**src/pkg/dssh_pkg.sv**
```systemverilog
`default_nettype none
package dssh_pkg;
	// Register map (management register indices).
	localparam logic [15:0] DSSH_STATUS_ADDR    = 16'h001B;
	localparam logic [15:0] DSSH_HYS_CTRL_ADDR  = 16'h001C;
	localparam logic [15:0] DSSH_STATUS_RESET   = 16'h1020;
	localparam logic [15:0] DSSH_HYS_CTRL_RESET = 16'h0000;

	// Status register field positions.
	localparam int DSSH_TX_SRC_LSB  = 12;
	localparam int DSSH_TX_PEND_BIT = 11;
	localparam int DSSH_TX_DONE_BIT = 10;
	localparam int DSSH_TX_ON_BIT   = 9;
	localparam int DSSH_TX_OFF_BIT  = 8;
	localparam int DSSH_RX_SRC_LSB  = 4;
	localparam int DSSH_RX_PEND_BIT = 3;
	localparam int DSSH_RX_DONE_BIT = 2;
	localparam int DSSH_RX_ON_BIT   = 1;
	localparam int DSSH_RX_OFF_BIT  = 0;
	localparam int DSSH_SRC_W       = 4;

	// Hysteresis control field position.
	localparam int DSSH_HYS_SEL_LSB = 0;
	localparam int DSSH_HYS_SEL_W   = 2;

	typedef enum logic [1:0] {
		DSSH_HYS_STANDARD = 2'h0,
		DSSH_HYS_ONE      = 2'h1,
		DSSH_HYS_TWO      = 2'h2,
		DSSH_HYS_THREE    = 2'h3
	} dssh_hys_mode_t;

	// Report from one direction of the data switch.
	typedef struct packed {
		logic [3:0] source_onehot;
		logic       switch_pending;
		logic       switch_done;
		logic       on_seen;
		logic       off_seen;
	} dssh_switch_report_t;
endpackage : dssh_pkg
`default_nettype wire

```
**src/rtl/dssh_status_sync_hys.sv**
```systemverilog
`timescale 1ns/1ps
`default_nettype none
// Operation
// - Transmit source reported one-hot, bits 15:12.
// - Receive source reported one-hot, bits 7:4.
// - Transmit pending bit follows live switch state.
// - Receive pending bit follows live switch state.
// - Transmit switch done latched high.
// - Receive switch done latched high.
// - Transmit ON trigger latched high.
// - Transmit OFF trigger latched high.
// - Receive ON trigger latched high.
// - Receive OFF trigger latched high.
// - Select zero keeps standard synchronizer hysteresis.
// - Select one drops sync on one error.
// - Select two drops sync on two errors.
// - Select three drops sync on three errors.
// - Hysteresis setting addressed through selected lane.
module dssh_status_sync_hys
	import dssh_pkg::*;
#(
	parameter int LANES    = 4,
	parameter int LANE_SEL = (LANES > 1) ? $clog2(LANES) : 1
) (
	input  wire logic                i_sys_clk,
	input  wire logic                i_reset_n,
	input  wire logic [15:0]         i_reg_addr,
	input  wire logic                i_reg_wr,
	input  wire logic                i_reg_rd,
	input  wire logic [15:0]         i_reg_wdata,
	output logic      [15:0]         o_reg_rdata,
	output logic                     o_reg_rvalid,
	input  wire logic [LANE_SEL-1:0] i_lane_select,
	input  wire dssh_switch_report_t i_tx_switch,
	input  wire dssh_switch_report_t i_rx_switch,
	input  wire logic [LANES-1:0]    i_lane_char_strobe,
	input  wire logic [LANES-1:0]    i_lane_char_err,
	input  wire logic [LANES-1:0]    i_lane_in_sync,
	output logic      [LANES-1:0]    o_lane_force_los,
	output logic      [LANES-1:0]    o_lane_std_hysteresis
);

	// A flag sets on its event and clears on a read; an event in the read cycle wins.
	function automatic logic latch_next(input logic flag, input logic evt, input logic clr);
		latch_next = evt | (flag & ~clr);
	endfunction : latch_next

	// Number of adjacent errors that forces loss of sync; zero means standard hysteresis.
	function automatic logic [1:0] hys_threshold(input logic [1:0] sel);
		unique case (dssh_hys_mode_t'(sel))
			DSSH_HYS_ONE:   hys_threshold = 2'h1;
			DSSH_HYS_TWO:   hys_threshold = 2'h2;
			DSSH_HYS_THREE: hys_threshold = 2'h3;
			default:        hys_threshold = 2'h0;
		endcase
	endfunction : hys_threshold

	// Register decode.
	wire logic hit_status  = (i_reg_addr == DSSH_STATUS_ADDR);
	wire logic hit_hys     = (i_reg_addr == DSSH_HYS_CTRL_ADDR);
	wire logic status_read = i_reg_rd & hit_status;
	wire logic hys_write   = i_reg_wr & hit_hys;

	// Switch status state.
	logic [3:0] tx_src_reg;
	logic [3:0] rx_src_reg;
	logic       tx_pend_reg;
	logic       rx_pend_reg;
	logic       tx_done_reg;
	logic       rx_done_reg;
	logic       tx_on_reg;
	logic       tx_off_reg;
	logic       rx_on_reg;
	logic       rx_off_reg;

	logic tx_done_next;
	logic rx_done_next;
	logic tx_on_next;
	logic tx_off_next;
	logic rx_on_next;
	logic rx_off_next;

	assign tx_done_next = latch_next(tx_done_reg, i_tx_switch.switch_done, status_read);
	assign rx_done_next = latch_next(rx_done_reg, i_rx_switch.switch_done, status_read);
	assign tx_on_next   = latch_next(tx_on_reg, i_tx_switch.on_seen, status_read);
	assign tx_off_next  = latch_next(tx_off_reg, i_tx_switch.off_seen, status_read);
	assign rx_on_next   = latch_next(rx_on_reg, i_rx_switch.on_seen, status_read);
	assign rx_off_next  = latch_next(rx_off_reg, i_rx_switch.off_seen, status_read);

	always_ff @(posedge i_sys_clk) begin
		if (!i_reset_n) begin
			tx_src_reg  <= DSSH_STATUS_RESET[DSSH_TX_SRC_LSB +: DSSH_SRC_W];
			rx_src_reg  <= DSSH_STATUS_RESET[DSSH_RX_SRC_LSB +: DSSH_SRC_W];
			tx_pend_reg <= DSSH_STATUS_RESET[DSSH_TX_PEND_BIT];
			rx_pend_reg <= DSSH_STATUS_RESET[DSSH_RX_PEND_BIT];
		end else begin
			tx_src_reg  <= i_tx_switch.source_onehot;
			rx_src_reg  <= i_rx_switch.source_onehot;
			tx_pend_reg <= i_tx_switch.switch_pending;
			rx_pend_reg <= i_rx_switch.switch_pending;
		end
	end

	always_ff @(posedge i_sys_clk) begin
		if (!i_reset_n) begin
			tx_done_reg <= DSSH_STATUS_RESET[DSSH_TX_DONE_BIT];
			rx_done_reg <= DSSH_STATUS_RESET[DSSH_RX_DONE_BIT];
			tx_on_reg   <= DSSH_STATUS_RESET[DSSH_TX_ON_BIT];
			tx_off_reg  <= DSSH_STATUS_RESET[DSSH_TX_OFF_BIT];
			rx_on_reg   <= DSSH_STATUS_RESET[DSSH_RX_ON_BIT];
			rx_off_reg  <= DSSH_STATUS_RESET[DSSH_RX_OFF_BIT];
		end else begin
			tx_done_reg <= tx_done_next;
			rx_done_reg <= rx_done_next;
			tx_on_reg   <= tx_on_next;
			tx_off_reg  <= tx_off_next;
			rx_on_reg   <= rx_on_next;
			rx_off_reg  <= rx_off_next;
		end
	end

	// An event arriving with the read is reported by that read as well as kept.
	logic [15:0] status_word;
	always_comb begin
		status_word                                   = 16'h0000;
		status_word[DSSH_TX_SRC_LSB +: DSSH_SRC_W]    = tx_src_reg;
		status_word[DSSH_TX_PEND_BIT]                 = tx_pend_reg;
		status_word[DSSH_TX_DONE_BIT]                 = tx_done_reg | i_tx_switch.switch_done;
		status_word[DSSH_TX_ON_BIT]                   = tx_on_reg | i_tx_switch.on_seen;
		status_word[DSSH_TX_OFF_BIT]                  = tx_off_reg | i_tx_switch.off_seen;
		status_word[DSSH_RX_SRC_LSB +: DSSH_SRC_W]    = rx_src_reg;
		status_word[DSSH_RX_PEND_BIT]                 = rx_pend_reg;
		status_word[DSSH_RX_DONE_BIT]                 = rx_done_reg | i_rx_switch.switch_done;
		status_word[DSSH_RX_ON_BIT]                   = rx_on_reg | i_rx_switch.on_seen;
		status_word[DSSH_RX_OFF_BIT]                  = rx_off_reg | i_rx_switch.off_seen;
	end

	// Per-lane hysteresis selection, reached through the lane select.
	logic [1:0] hys_sel_reg [LANES];
	logic [1:0] hys_sel_selected;
	assign hys_sel_selected = hys_sel_reg[i_lane_select];

	logic [15:0] hys_word;
	always_comb begin
		hys_word                                        = 16'h0000;
		hys_word[DSSH_HYS_SEL_LSB +: DSSH_HYS_SEL_W]    = hys_sel_selected;
	end

	logic [15:0] rdata_next;
	assign rdata_next = hit_status ? status_word : (hit_hys ? hys_word : 16'h0000);

	always_ff @(posedge i_sys_clk) begin
		if (!i_reset_n) begin
			o_reg_rdata  <= 16'h0000;
			o_reg_rvalid <= 1'b0;
		end else begin
			o_reg_rvalid <= i_reg_rd;
			if (i_reg_rd) begin
				o_reg_rdata <= rdata_next;
			end
		end
	end

	// Error hysteresis per lane.
	logic [1:0] err_cnt_reg [LANES];

	genvar g;
	generate
		for (g = 0; g < LANES; g++) begin : g_lane
			wire logic       lane_wr   = hys_write & (i_lane_select == LANE_SEL'(g));
			wire logic [1:0] threshold = hys_threshold(hys_sel_reg[g]);
			wire logic [2:0] cnt_inc   = {1'b0, err_cnt_reg[g]} + 3'h1;
			wire logic       bad_char  = i_lane_char_strobe[g] & i_lane_char_err[g] & i_lane_in_sync[g];
			wire logic       good_char = i_lane_char_strobe[g] & ~i_lane_char_err[g];
			wire logic       trip      = bad_char & (threshold != 2'h0) & (cnt_inc >= {1'b0, threshold});

			always_ff @(posedge i_sys_clk) begin
				if (!i_reset_n) begin
					hys_sel_reg[g] <= DSSH_HYS_CTRL_RESET[DSSH_HYS_SEL_LSB +: DSSH_HYS_SEL_W];
				end else if (lane_wr) begin
					hys_sel_reg[g] <= i_reg_wdata[DSSH_HYS_SEL_LSB +: DSSH_HYS_SEL_W];
				end
			end

			always_ff @(posedge i_sys_clk) begin
				if (!i_reset_n) begin
					err_cnt_reg[g]           <= 2'h0;
					o_lane_force_los[g]      <= 1'b0;
					o_lane_std_hysteresis[g] <= 1'b1;
				end else begin
					o_lane_std_hysteresis[g] <= (hys_sel_reg[g] == DSSH_HYS_STANDARD);
					o_lane_force_los[g]      <= trip;
					if (!i_lane_in_sync[g] || good_char || trip || lane_wr) begin
						err_cnt_reg[g] <= 2'h0;
					end else if (bad_char && threshold != 2'h0) begin
						err_cnt_reg[g] <= cnt_inc[1:0];
					end
				end
			end
		end
	endgenerate
endmodule : dssh_status_sync_hys
`default_nettype wire

```
**config.mk**
```make
export PLATFORM = sky130hd
export DESIGN_NAME = dssh_status_sync_hys
export DESIGN_NICKNAME = d
export VERILOG_FILES = /design/src/pkg/dssh_pkg.sv /design/src/rtl/dssh_status_sync_hys.sv
export SDC_FILE = /design/constraint.sdc
export NUM_CORES = 1
export LEC_CHECK = 0
export ABC_AREA = 0
export BUFFER_PORTS_ARGS = -buffer_cell sky130_fd_sc_hd__buf_2
export CAP_MARGIN = 10
export CORE_ASPECT_RATIO = 1.5
export CORE_UTILIZATION = 49
export CTS_CLUSTER_DIAMETER = 150
export DETAILED_ROUTE_END_ITERATION = 8
export PLACE_DENSITY_LB_ADDON = 0.3
export SETUP_SLACK_MARGIN = 0.1
export SYNTH_ARGS = -nofsm -noshare
export SYNTH_HDL_FRONTEND = slang
export SYNTH_SLANG_ARGS = --single-unit
```
**constraint.sdc**
```tcl
create_clock -name i_sys_clk -period 2.2 [get_ports i_sys_clk]
set_input_delay 0.11 -clock i_sys_clk [delete_from_list [all_inputs] [get_ports i_sys_clk]]
set_output_delay 0.11 -clock i_sys_clk [all_outputs]
set_load 0.02 [all_outputs]
```
======== Word-level counts from Yosys, hierarchy flattened ========
Memory sizes are Yosys's and may differ from the RTL's.
Cells that the tools add are included.
word-level totals
  bits in registers ....................... 41
  RAM bits ................................ 16
  bits of input ports ..................... 66
  output and inout port bits .............. 25
  word-level logic and storage cells ...... 196
  memories ................................ 2
memory list
  memory       depth  bits a word  read ports  clocked after memory_dff  write ports  RTL line                     source
  err_cnt_reg  4      2            4           0                         4            dssh_status_sync_hys.sv:165  logic [1:0] err_cnt_reg [LANES];
  hys_sel_reg  4      2            5           0                         4            dssh_status_sync_hys.sv:139  logic [1:0] hys_sel_reg [LANES];
operators by class
  add/subtract/negate cells ............... 4
  magnitude comparators ................... 4
  equal/unequal tests ..................... 17
  muxes and demuxes ....................... 59
  bitwise logic cells ..................... 61
  reduce and logical (&&, ||, !) cells .... 29
operator list
  kind                   count
  $mux W1                41
  $and A1 B1 Y1          32
  $eq A16 B5 Y1 const B  2
  $mux W2                13
  $or A1 B1 Y1           24
  $pmux W2 S3            4
  $eq A2 B2 Y1 const B   10
  $mux W16               1
  $add A2 B1 Y3 const B  4
  $ge A3 B2 Y1           4
  $logic_or A1 B1 Y1     12
  $eq A2 B1 Y1 const B   5
  $logic_not A2 Y1       5
  $reduce_bool A2 Y1     4
  $not A1 Y1             5
  $logic_and A1 B1 Y1    4
  $logic_not A1 Y1       4

======== Logic depth before layout (Yosys ltp) ========
Gate-level depths: netlist of the first run.
An unclocked memory read counts as a cell.
  depth after elaboration ................. 13
  gate-level depth with buffers ........... 6
  gate-level depth less buffers ........... 5

======== Worst setup path before layout of the first run ========
OpenSTA, ideal clock, no wires.
  kind .................................... reg2reg
  start ................................... memory err_cnt_reg[3][0]
  end ..................................... memory err_cnt_reg[3][0], data pin
  setup time .............................. 0.256 ns
  arrival ................................. 1.371 ns
  data required time ...................... 1.944 ns
  setup slack ............................. 0.573 ns
  cell stages (with the launch flop) ...... 5
  path buffers ............................ 0
  clock period less this slack ............ 1.627 ns
  cells stage by stage .................... edfxtp_1 -> fa_1 -> a31oi_1 -> nor2b_1 -> and4b_1
RTL lines
  what         RTL line
  from (decl)  dssh_status_sync_hys.sv:165

==> key figures, run 1 <==
Power and ir drop
  – VDD IR max: roughly 490 uV
  – Power per unit of standard cell area: 693 nW/um^2
  – Leakage dissipation: ~1.5 nW

Worst setup path
  – Critical Path, Cell by Cell: inv_1 > fa_1 > a31oi_1 > nor2b_1 > and4b_1
  – Setup CP Type: reg -> reg
  – Timing endpoint of the critical path: err_cnt_reg[1][0]
  – CP startpoint: hys_sel_reg[1][1]
  – Critical path startpoint category: flop
  – Kind of capture point of the worst setup path: flop
  – CP max-delay cell: fa_1
  – Data arrival, critical path: about 1.9 ns
  – FF-to-FF End: err_cnt_reg[1][0]
  – Reg-to-reg startpoint: hys_sel_reg[1][1]
  – CP max stage delay: ~0.54 ns
  – Depth of the most critical reg-to-reg path: 5
  – Worst-path maximum fanout: 5
  – Slack of the worst reg-to-reg path: 0.43 ns
  – Required time of the critical path: 2.30 ns

Final layout
  – Most frequent standard cell in the layout excluding fill and tap cells: buf_2
  – Number of flip-flops under the largest register name: 16
  – Final Non-Filler Cells: 395
  – N_diodes: 0
  – Leading cell types in the layout, fill and taps excluded: buf_2, dfxtp_1, nand2_1, edfxtp_1, dlygate4sd3_1
  – Ratio of cells with drive above 1 in the final layout: about a third
  – Layout overhead on the synthesized area: 31.1%
  – Final net count: about 400

Floorplanning
  – Starting density of the core: 51.2%
  – Number of rows created at floorplan: 31
  – Area inside the core boundary: a little under 5000 sq um
  – Die area: approximately 5400 sq um
  – Floorplan die height: 89.2 microns
  – Horizontal die dimension: 60.1 microns
  – Boundary pin count: 91

Yosys
  – Sequential area share after synthesis: 52.4%
  – Number of synthesized register bits: 57
  – Cells after Synth: 231
  – Synth Area per Inst: about 11 sq um
  – Netlist area before placement: between 2000 and 2500 sq um
  – Yosys warning count: 0
  – Netlist cell types: 34
  – Net count after synthesis: 309

Detailed routing
  – Final wirelength: just over 5000 microns
  – Total via count after detailed routing: 2009
  – Routed wirelength normalized by instance count: between 10 and 15 microns
  – Initial DRC Count: 73
  – Routed vias/inst: 5.09
  – Number of optimization iterations in the first detailed-route pass: 4
  – Count of antenna-violating nets left after detailed routing: 0
  – Remaining design rule violation count: 0

STA
  – Crit path setup slack, layout: 0.430 ns
  – Worst slew margin relative to its limit: 68.2%
  – Count of endpoints failing hold in the final timing report: 0
  – Hold Slack: slightly below 0.07 ns
  – Tmin final: 1.77 ns
  – Setup TNS after final layout: 0 ns
  – Slew of the pin with the lowest slew margin: approximately 0.48 ns
  – Pins Over Slew Limit: 0
  – Maximum clock frequency: approximately 570 MHz
  – Clock tree skew after final layout: 0.00434 ns
  – Period utilisation layout: 80.4%
  – Final setup violating endpoints: 0
  – Unrepaired setup endpoints after global routing: no

Clock network
  – H-Tree Depth: 3
  – Root Buffer: clkbuf_8
  – Cells resized by post-CTS repair: 0
  – Clock latency at the later pin of the worst-skew pair: 0.33 ns
  – Clock sinks: 57
  – Clock transition time at the flip-flop clock pins of the worst setup and hold paths: approximately 0.070 ns
  – Post-CTS repair timing setup buffer count: 0
  – Hold bufs inserted after CTS: 16
  – Number of buffers on the longest clock path: 2
  – Clock tree from TritonCTS: built
  – Total CTS buffers: 9

Placement
  – Number of cells after detailed placement: 363
  – Post-DP HPWL: between 3000 and 4000 microns
  – DP Worst Slack: 0.418 ns
  – Final RePlAce weighted congestion: 0.721
  – Number of port buffers: 76

Status
  – Outcome: complete, no violations

Min path
  – Launch instance of the worst min-delay path: i_lane_in_sync[3]
  – Hold crit path type: in -> reg

Global route
  – Maximum number of pins on one net before global-route repair: 32
  – Number of global-route vias before repair: 1921
  – GRT Total Usage: 21.0%
  – Wire length of the first global-routing pass: 8050 microns
  – Final global-route overflow total: 0
  – Antenna violations before repair: 0

Run
  – Number of max-cap violations: 0
-- worst min path at each step --
stage,endpoint,slack [ns],cells after the start
finish,o_lane_force_los[3],0.07,3
global placement,rx_src_reg[1],0.30,2
floorplan,rx_src_reg[1],0.21,1
global route,o_lane_force_los[3],0.08,3
CTS,o_lane_force_los[3],0.05,3
detailed placement,tx_src_reg[0],0.30,2
-- metrics by stage --
step                      total power [mW]  utilization (%)  area, sq um
after floorplan                       1.27                -         2480
after detailed placement              1.36             60.0         2910
after CTS                             2.28             67.1         3250
after global routing                  2.34             67.1         3250
final                                 2.25             67.1         3250
after global placement                1.35             60.0         2910
-- cell type report --
class,count,area [sq um]
fill,362,1590
multi-input combinational,152,1090
tap,66,82.6
inverter,10,37.5
sequential,57,1300
clock buffer,10,149
timing repair buffer,94,556
clock inverter,6,37.5
-- Yosys cell counts, drive strengths merged --
master	n	area share (%)
dfxtp	41	33
nand2	28	4.2
edfxtp	16	19
nor2	15	2.3
o21ai	14	2.8
a22o	10	3.5
inv	10	1.5
and2	9	2.3
clkbuf	8	1.2
ha	8	4.0
nand2b	8	2.0
nand4	7	2.3
and4	6	2.1
nand3	5	1.2
nor2b	5	1.3
nor3b	5	1.5
a31oi	4	1.0
and4b	4	1.6
buf	4	0.91
fa	4	3.2
o2111ai	4	1.4
a21oi	2	0.40
and3	2	0.50
mux4	2	1.8
nand4b	2	1.2
nor3	2	0.60
nor4	2	1.0
o211ai	2	0.60
nor4b	1	0.60
nor4bb	1	0.40
-- layer usage --
metal | vias to the layer above | wire [microns] | GRT usage (%)
met5 | - | 0 | 0
met2 | 68 | 2580 | 37.5
met4 | 0 | 131 | 12.1
li1 | 1019 | - | -
met1 | 910 | 2020 | 20.6
met3 | 12 | 317 | 6.95
-- critical path: cells and delay by family (launching register included) --
family | cells | cell delay, ns
fa+ha+maj | 1 | 0.54
compound gates | 1 | 0.11
flops | 1 | 0.43
buf+inv | 1 | 0.09
simple gates | 2 | 0.35
-- power by group --
part | total [mW] | switching (mW) | internal [mW]
sequential | 1.15 | 0.0273 | 1.12
combinational | 0.211 | 0.102 | 0.110
clock | 0.896 | 0.420 | 0.475
total | 2.25 | 0.549 | 1.70
-- logic make-up after synthesis --
group / count (synthesis) / synth area share, %
mux: 2 / 1.81
flops: 57 / 52.4
simple gates: 102 / 25.1
fa+ha+maj: 12 / 7.26
compound gates: 36 / 9.78
buf+inv: 22 / 3.63
Note: power is estimated with default switching activity, not from simulation.
==> run 2, diff against run 1 <==
--- a/config.mk
+++ b/config.mk
@@ -9,7 +9,7 @@
 export BUFFER_PORTS_ARGS = -buffer_cell sky130_fd_sc_hd__buf_2
 export CAP_MARGIN = 10
 export CORE_ASPECT_RATIO = 1.5
-export CORE_UTILIZATION = 49
+export CORE_UTILIZATION = 44
 export CTS_CLUSTER_DIAMETER = 150
 export DETAILED_ROUTE_END_ITERATION = 8
 export PLACE_DENSITY_LB_ADDON = 0.3
==> constraint.sdc (replaced) <==
create_clock -name i_sys_clk -period 1.5 [get_ports i_sys_clk]
set_input_delay 0.075 -clock i_sys_clk [delete_from_list [all_inputs] [get_ports i_sys_clk]]
set_output_delay 0.075 -clock i_sys_clk [all_outputs]
set_load 0.02 [all_outputs]
==> run 2 against run 1 <==
Compared with the run above:
- the run now ends with negative setup slack left
- register-to-register slack got worse by 0.59 ns
- core utilization shrank 1.6 points
- non-clock buffer count increased by 26
==> key figures, run 2 (same netlist as run 1, synthesis figures left out) <==
STA
  – Setup TNS after final layout: -1.13 ns (-1.13 ns)
  – Maximum clock frequency: 602 MHz (+6.6%)
  – Tmin final: 1.66 ns (-0.109 ns)
  – Crit path setup slack, layout: -0.160 ns (-0.591 ns)
  – Period utilisation layout: 111% (+30 points)
  – Clock tree skew after final layout: 0.00832 ns (+0.00397 ns)
  – Final setup violating endpoints: 8 (+8)
  – Worst slew margin relative to its limit: 72.1% (+3.9 points)
  – Count of endpoints failing hold in the final timing report: 0 (unchanged)
  – Unrepaired setup endpoints after global routing: yes
  – Pins Over Slew Limit: 0 (unchanged)
  – Slew of the pin with the lowest slew margin: 0.417 ns (-0.0596 ns)

Final layout
  – Total of fill cells in the finished design: 484 (+34%)
  – Ratio of cells with drive above 1 in the final layout: 40.6% (+8.6 points)
  – Most frequent standard cell in the layout excluding fill and tap cells: buf_2
  – Leading cell types in the layout, fill and taps excluded: buf_2, dfxtp_1, nand2_1, buf_4
  – Layout overhead on the synthesized area: 43.9%
  – Final net count: 428 (+6.5%)
  – Number of flip-flops under the largest register name: 16 (unchanged)
  – N_diodes: 0 (unchanged)

Worst setup path
  – CP startpoint: err_cnt_reg[2][1]
  – Kind of capture point of the worst setup path: flop
  – FF-to-FF End: err_cnt_reg[2][1]
  – Slack of the worst reg-to-reg path: -0.16 ns (-0.59 ns)
  – Required time of the critical path: 1.60 ns (-0.70 ns)
  – CP max stage delay: 0.58 ns (+0.04 ns)
  – Critical path startpoint category: flop
  – Reg-to-reg startpoint: err_cnt_reg[2][1]
  – Timing endpoint of the critical path: err_cnt_reg[2][1]
  – CP max-delay cell: fa_1
  – Critical Path, Cell by Cell: fa_1 > a31oi_2 > nor2b_4 > and4_1
  – Depth of the most critical reg-to-reg path: 4 (-1)
  – Data arrival, critical path: 1.76 ns (-0.10 ns)
  – Setup CP Type: reg -> reg
  – Worst-path maximum fanout: 2 (-3)

Clock network
  – Clock tree from TritonCTS: built
  – Total CTS buffers: 9 (unchanged)
  – Root Buffer: clkbuf_8
  – H-Tree Depth: 3 (unchanged)
  – Clock latency at the later pin of the worst-skew pair: 0.34 ns (about the same)
  – Number of buffers on the longest clock path: 2 (unchanged)
  – Clock transition time at the flip-flop clock pins of the worst setup and hold paths: 0.07 ns (about the same)
  – Clock sinks: 57 (unchanged)

Global route
  – Wire length of the first global-routing pass: 9540 microns (+19%)
  – GRT Total Usage: 21.6% (+0.57 points)
  – Final global-route overflow total: 0 (unchanged)
  – Number of global-route vias before repair: 2111 (+9.9%)
  – Maximum number of pins on one net before global-route repair: 30 (-6.3%)
  – Antenna violations before repair: 0 (unchanged)

Placement
  – Final RePlAce weighted congestion: 0.743 (+3.0%)
  – DP Worst Slack: -0.172 ns (-0.590 ns)
  – Number of port buffers: 76 (unchanged)
  – Post-DP HPWL: 4130 microns (+12%)

Detailed routing
  – Final wirelength: 5830 microns (+16%)
  – Initial DRC Count: 95 (+30%)
  – Routed vias/inst: 5.02 (-1.4%)
  – Routed wirelength normalized by instance count: 13.7 microns (+7.4%)
  – Number of optimization iterations in the first detailed-route pass: 4 (unchanged)
  – Count of antenna-violating nets left after detailed routing: 0 (unchanged)
  – Remaining design rule violation count: 0 (unchanged)
  – Total via count after detailed routing: 2132 (+6.1%)

Power and ir drop
  – Power per unit of standard cell area: 1020 nW/um^2 (+47%)
  – VDD IR max: 642 uV (+30%)
  – Overall power after layout: 3.63 mW (+61%)
  – Leakage dissipation: 1.65 nW (+11%)

Floorplanning
  – Die area: 5950 sq um (+11%)
  – Boundary pin count: 91 (unchanged)
  – Starting density of the core: 45.5% (-5.7 points)
  – Horizontal die dimension: 63.3 microns (+5.3%)
  – Area inside the core boundary: 5450 sq um (+12%)
  – Number of rows created at floorplan: 33 (+6.5%)
  – Floorplan die height: 94.0 microns (+5.4%)

Run
  – Number of max-cap violations: 0 (unchanged)

Min path
  – Hold crit path type: in -> reg

Status
  – Outcome: finished with violations
  – Failing checks: negative setup slack
run 2: cell types whose count changed in the layout (fill, tap and decap cells not counted), sizes merged:
cell and change:
clkinv -2, clkinvlp +1, buf +26, bufinv +1
run 2: stage by stage:
step                      hold WS, ns  cell area [sq um]  cells  utilization [%]
after detailed placement        0.258               3100    389             56.9
final                          0.0685               3570    425             65.5
after global routing           0.0677               3570    425             65.5
after floorplan                 0.176               2480    231                -
after CTS                      0.0342               3540    425             64.9
after global placement          0.266               3100    389             56.9
run 2: routing by layer:
| layer | GRT usage [%] | wire (microns) |
|---|---|---|
| met5 | 0 | 0 |
| met4 | 10.2 | 127 |
| met3 | 6.07 | 272 |
| met2 | 40.9 | 3240 |
| met1 | 21.0 | 2190 |
run 2: final cells by class:
type                    instances  area [sq um]  area share, %
flip-flops and latches         57          1300           36.4
clock inverters                 6          70.1           1.96
multi-input cells             152          1150           32.2
repair buffers                120           776           21.7
clock buffers                  10           149           4.17
inverters                      10          37.5           1.05
well taps                      70          87.6           2.45
run 2: where the power goes:
| group | internal [mW] | switching [mW] | total [mW] | leakage, nW |
|---|---|---|---|---|
| clock | 0.882 | 0.667 | 1.55 | 0.109 |
| sequential | 1.64 | 0.0282 | 1.67 | 0.506 |
| combinational | 0.221 | 0.187 | 0.408 | 1.03 |
run 2: timing repair:
action	CTS	global route
hold buffers	16	0
hold endpoints to repair	18	0
gates resized for setup	7	8
setup buffers	5	4
pin swaps	5	4
endpoints found under the setup margin	12	14
run 2: worst max-delay path: cells and delay by family (launching register included):
family,cells,cell delay (ns)
adder cells (fa/ha/maj),1,0.58
flip-flops,1,0.43
AND/OR/NAND/NOR,2,0.32
AO/OA/AOI/OAI,1,0.10
run 2: worst min path at each step:
stage          cells after the start                  start  slack (ns)             endpoint
2_1_floorplan                      1         i_rx_switch[5]        0.18        rx_src_reg[1]
3_3_place_gp                       2         i_rx_switch[5]        0.27        rx_src_reg[1]
3_5_place_dp                       2         i_tx_switch[4]        0.26        tx_src_reg[0]
4_1_cts                            3  i_lane_char_strobe[2]        0.03  o_lane_force_los[2]
5_1_grt                            3      i_lane_in_sync[3]        0.07  o_lane_force_los[3]
6_report                           3      i_lane_in_sync[3]        0.07  o_lane_force_los[3]
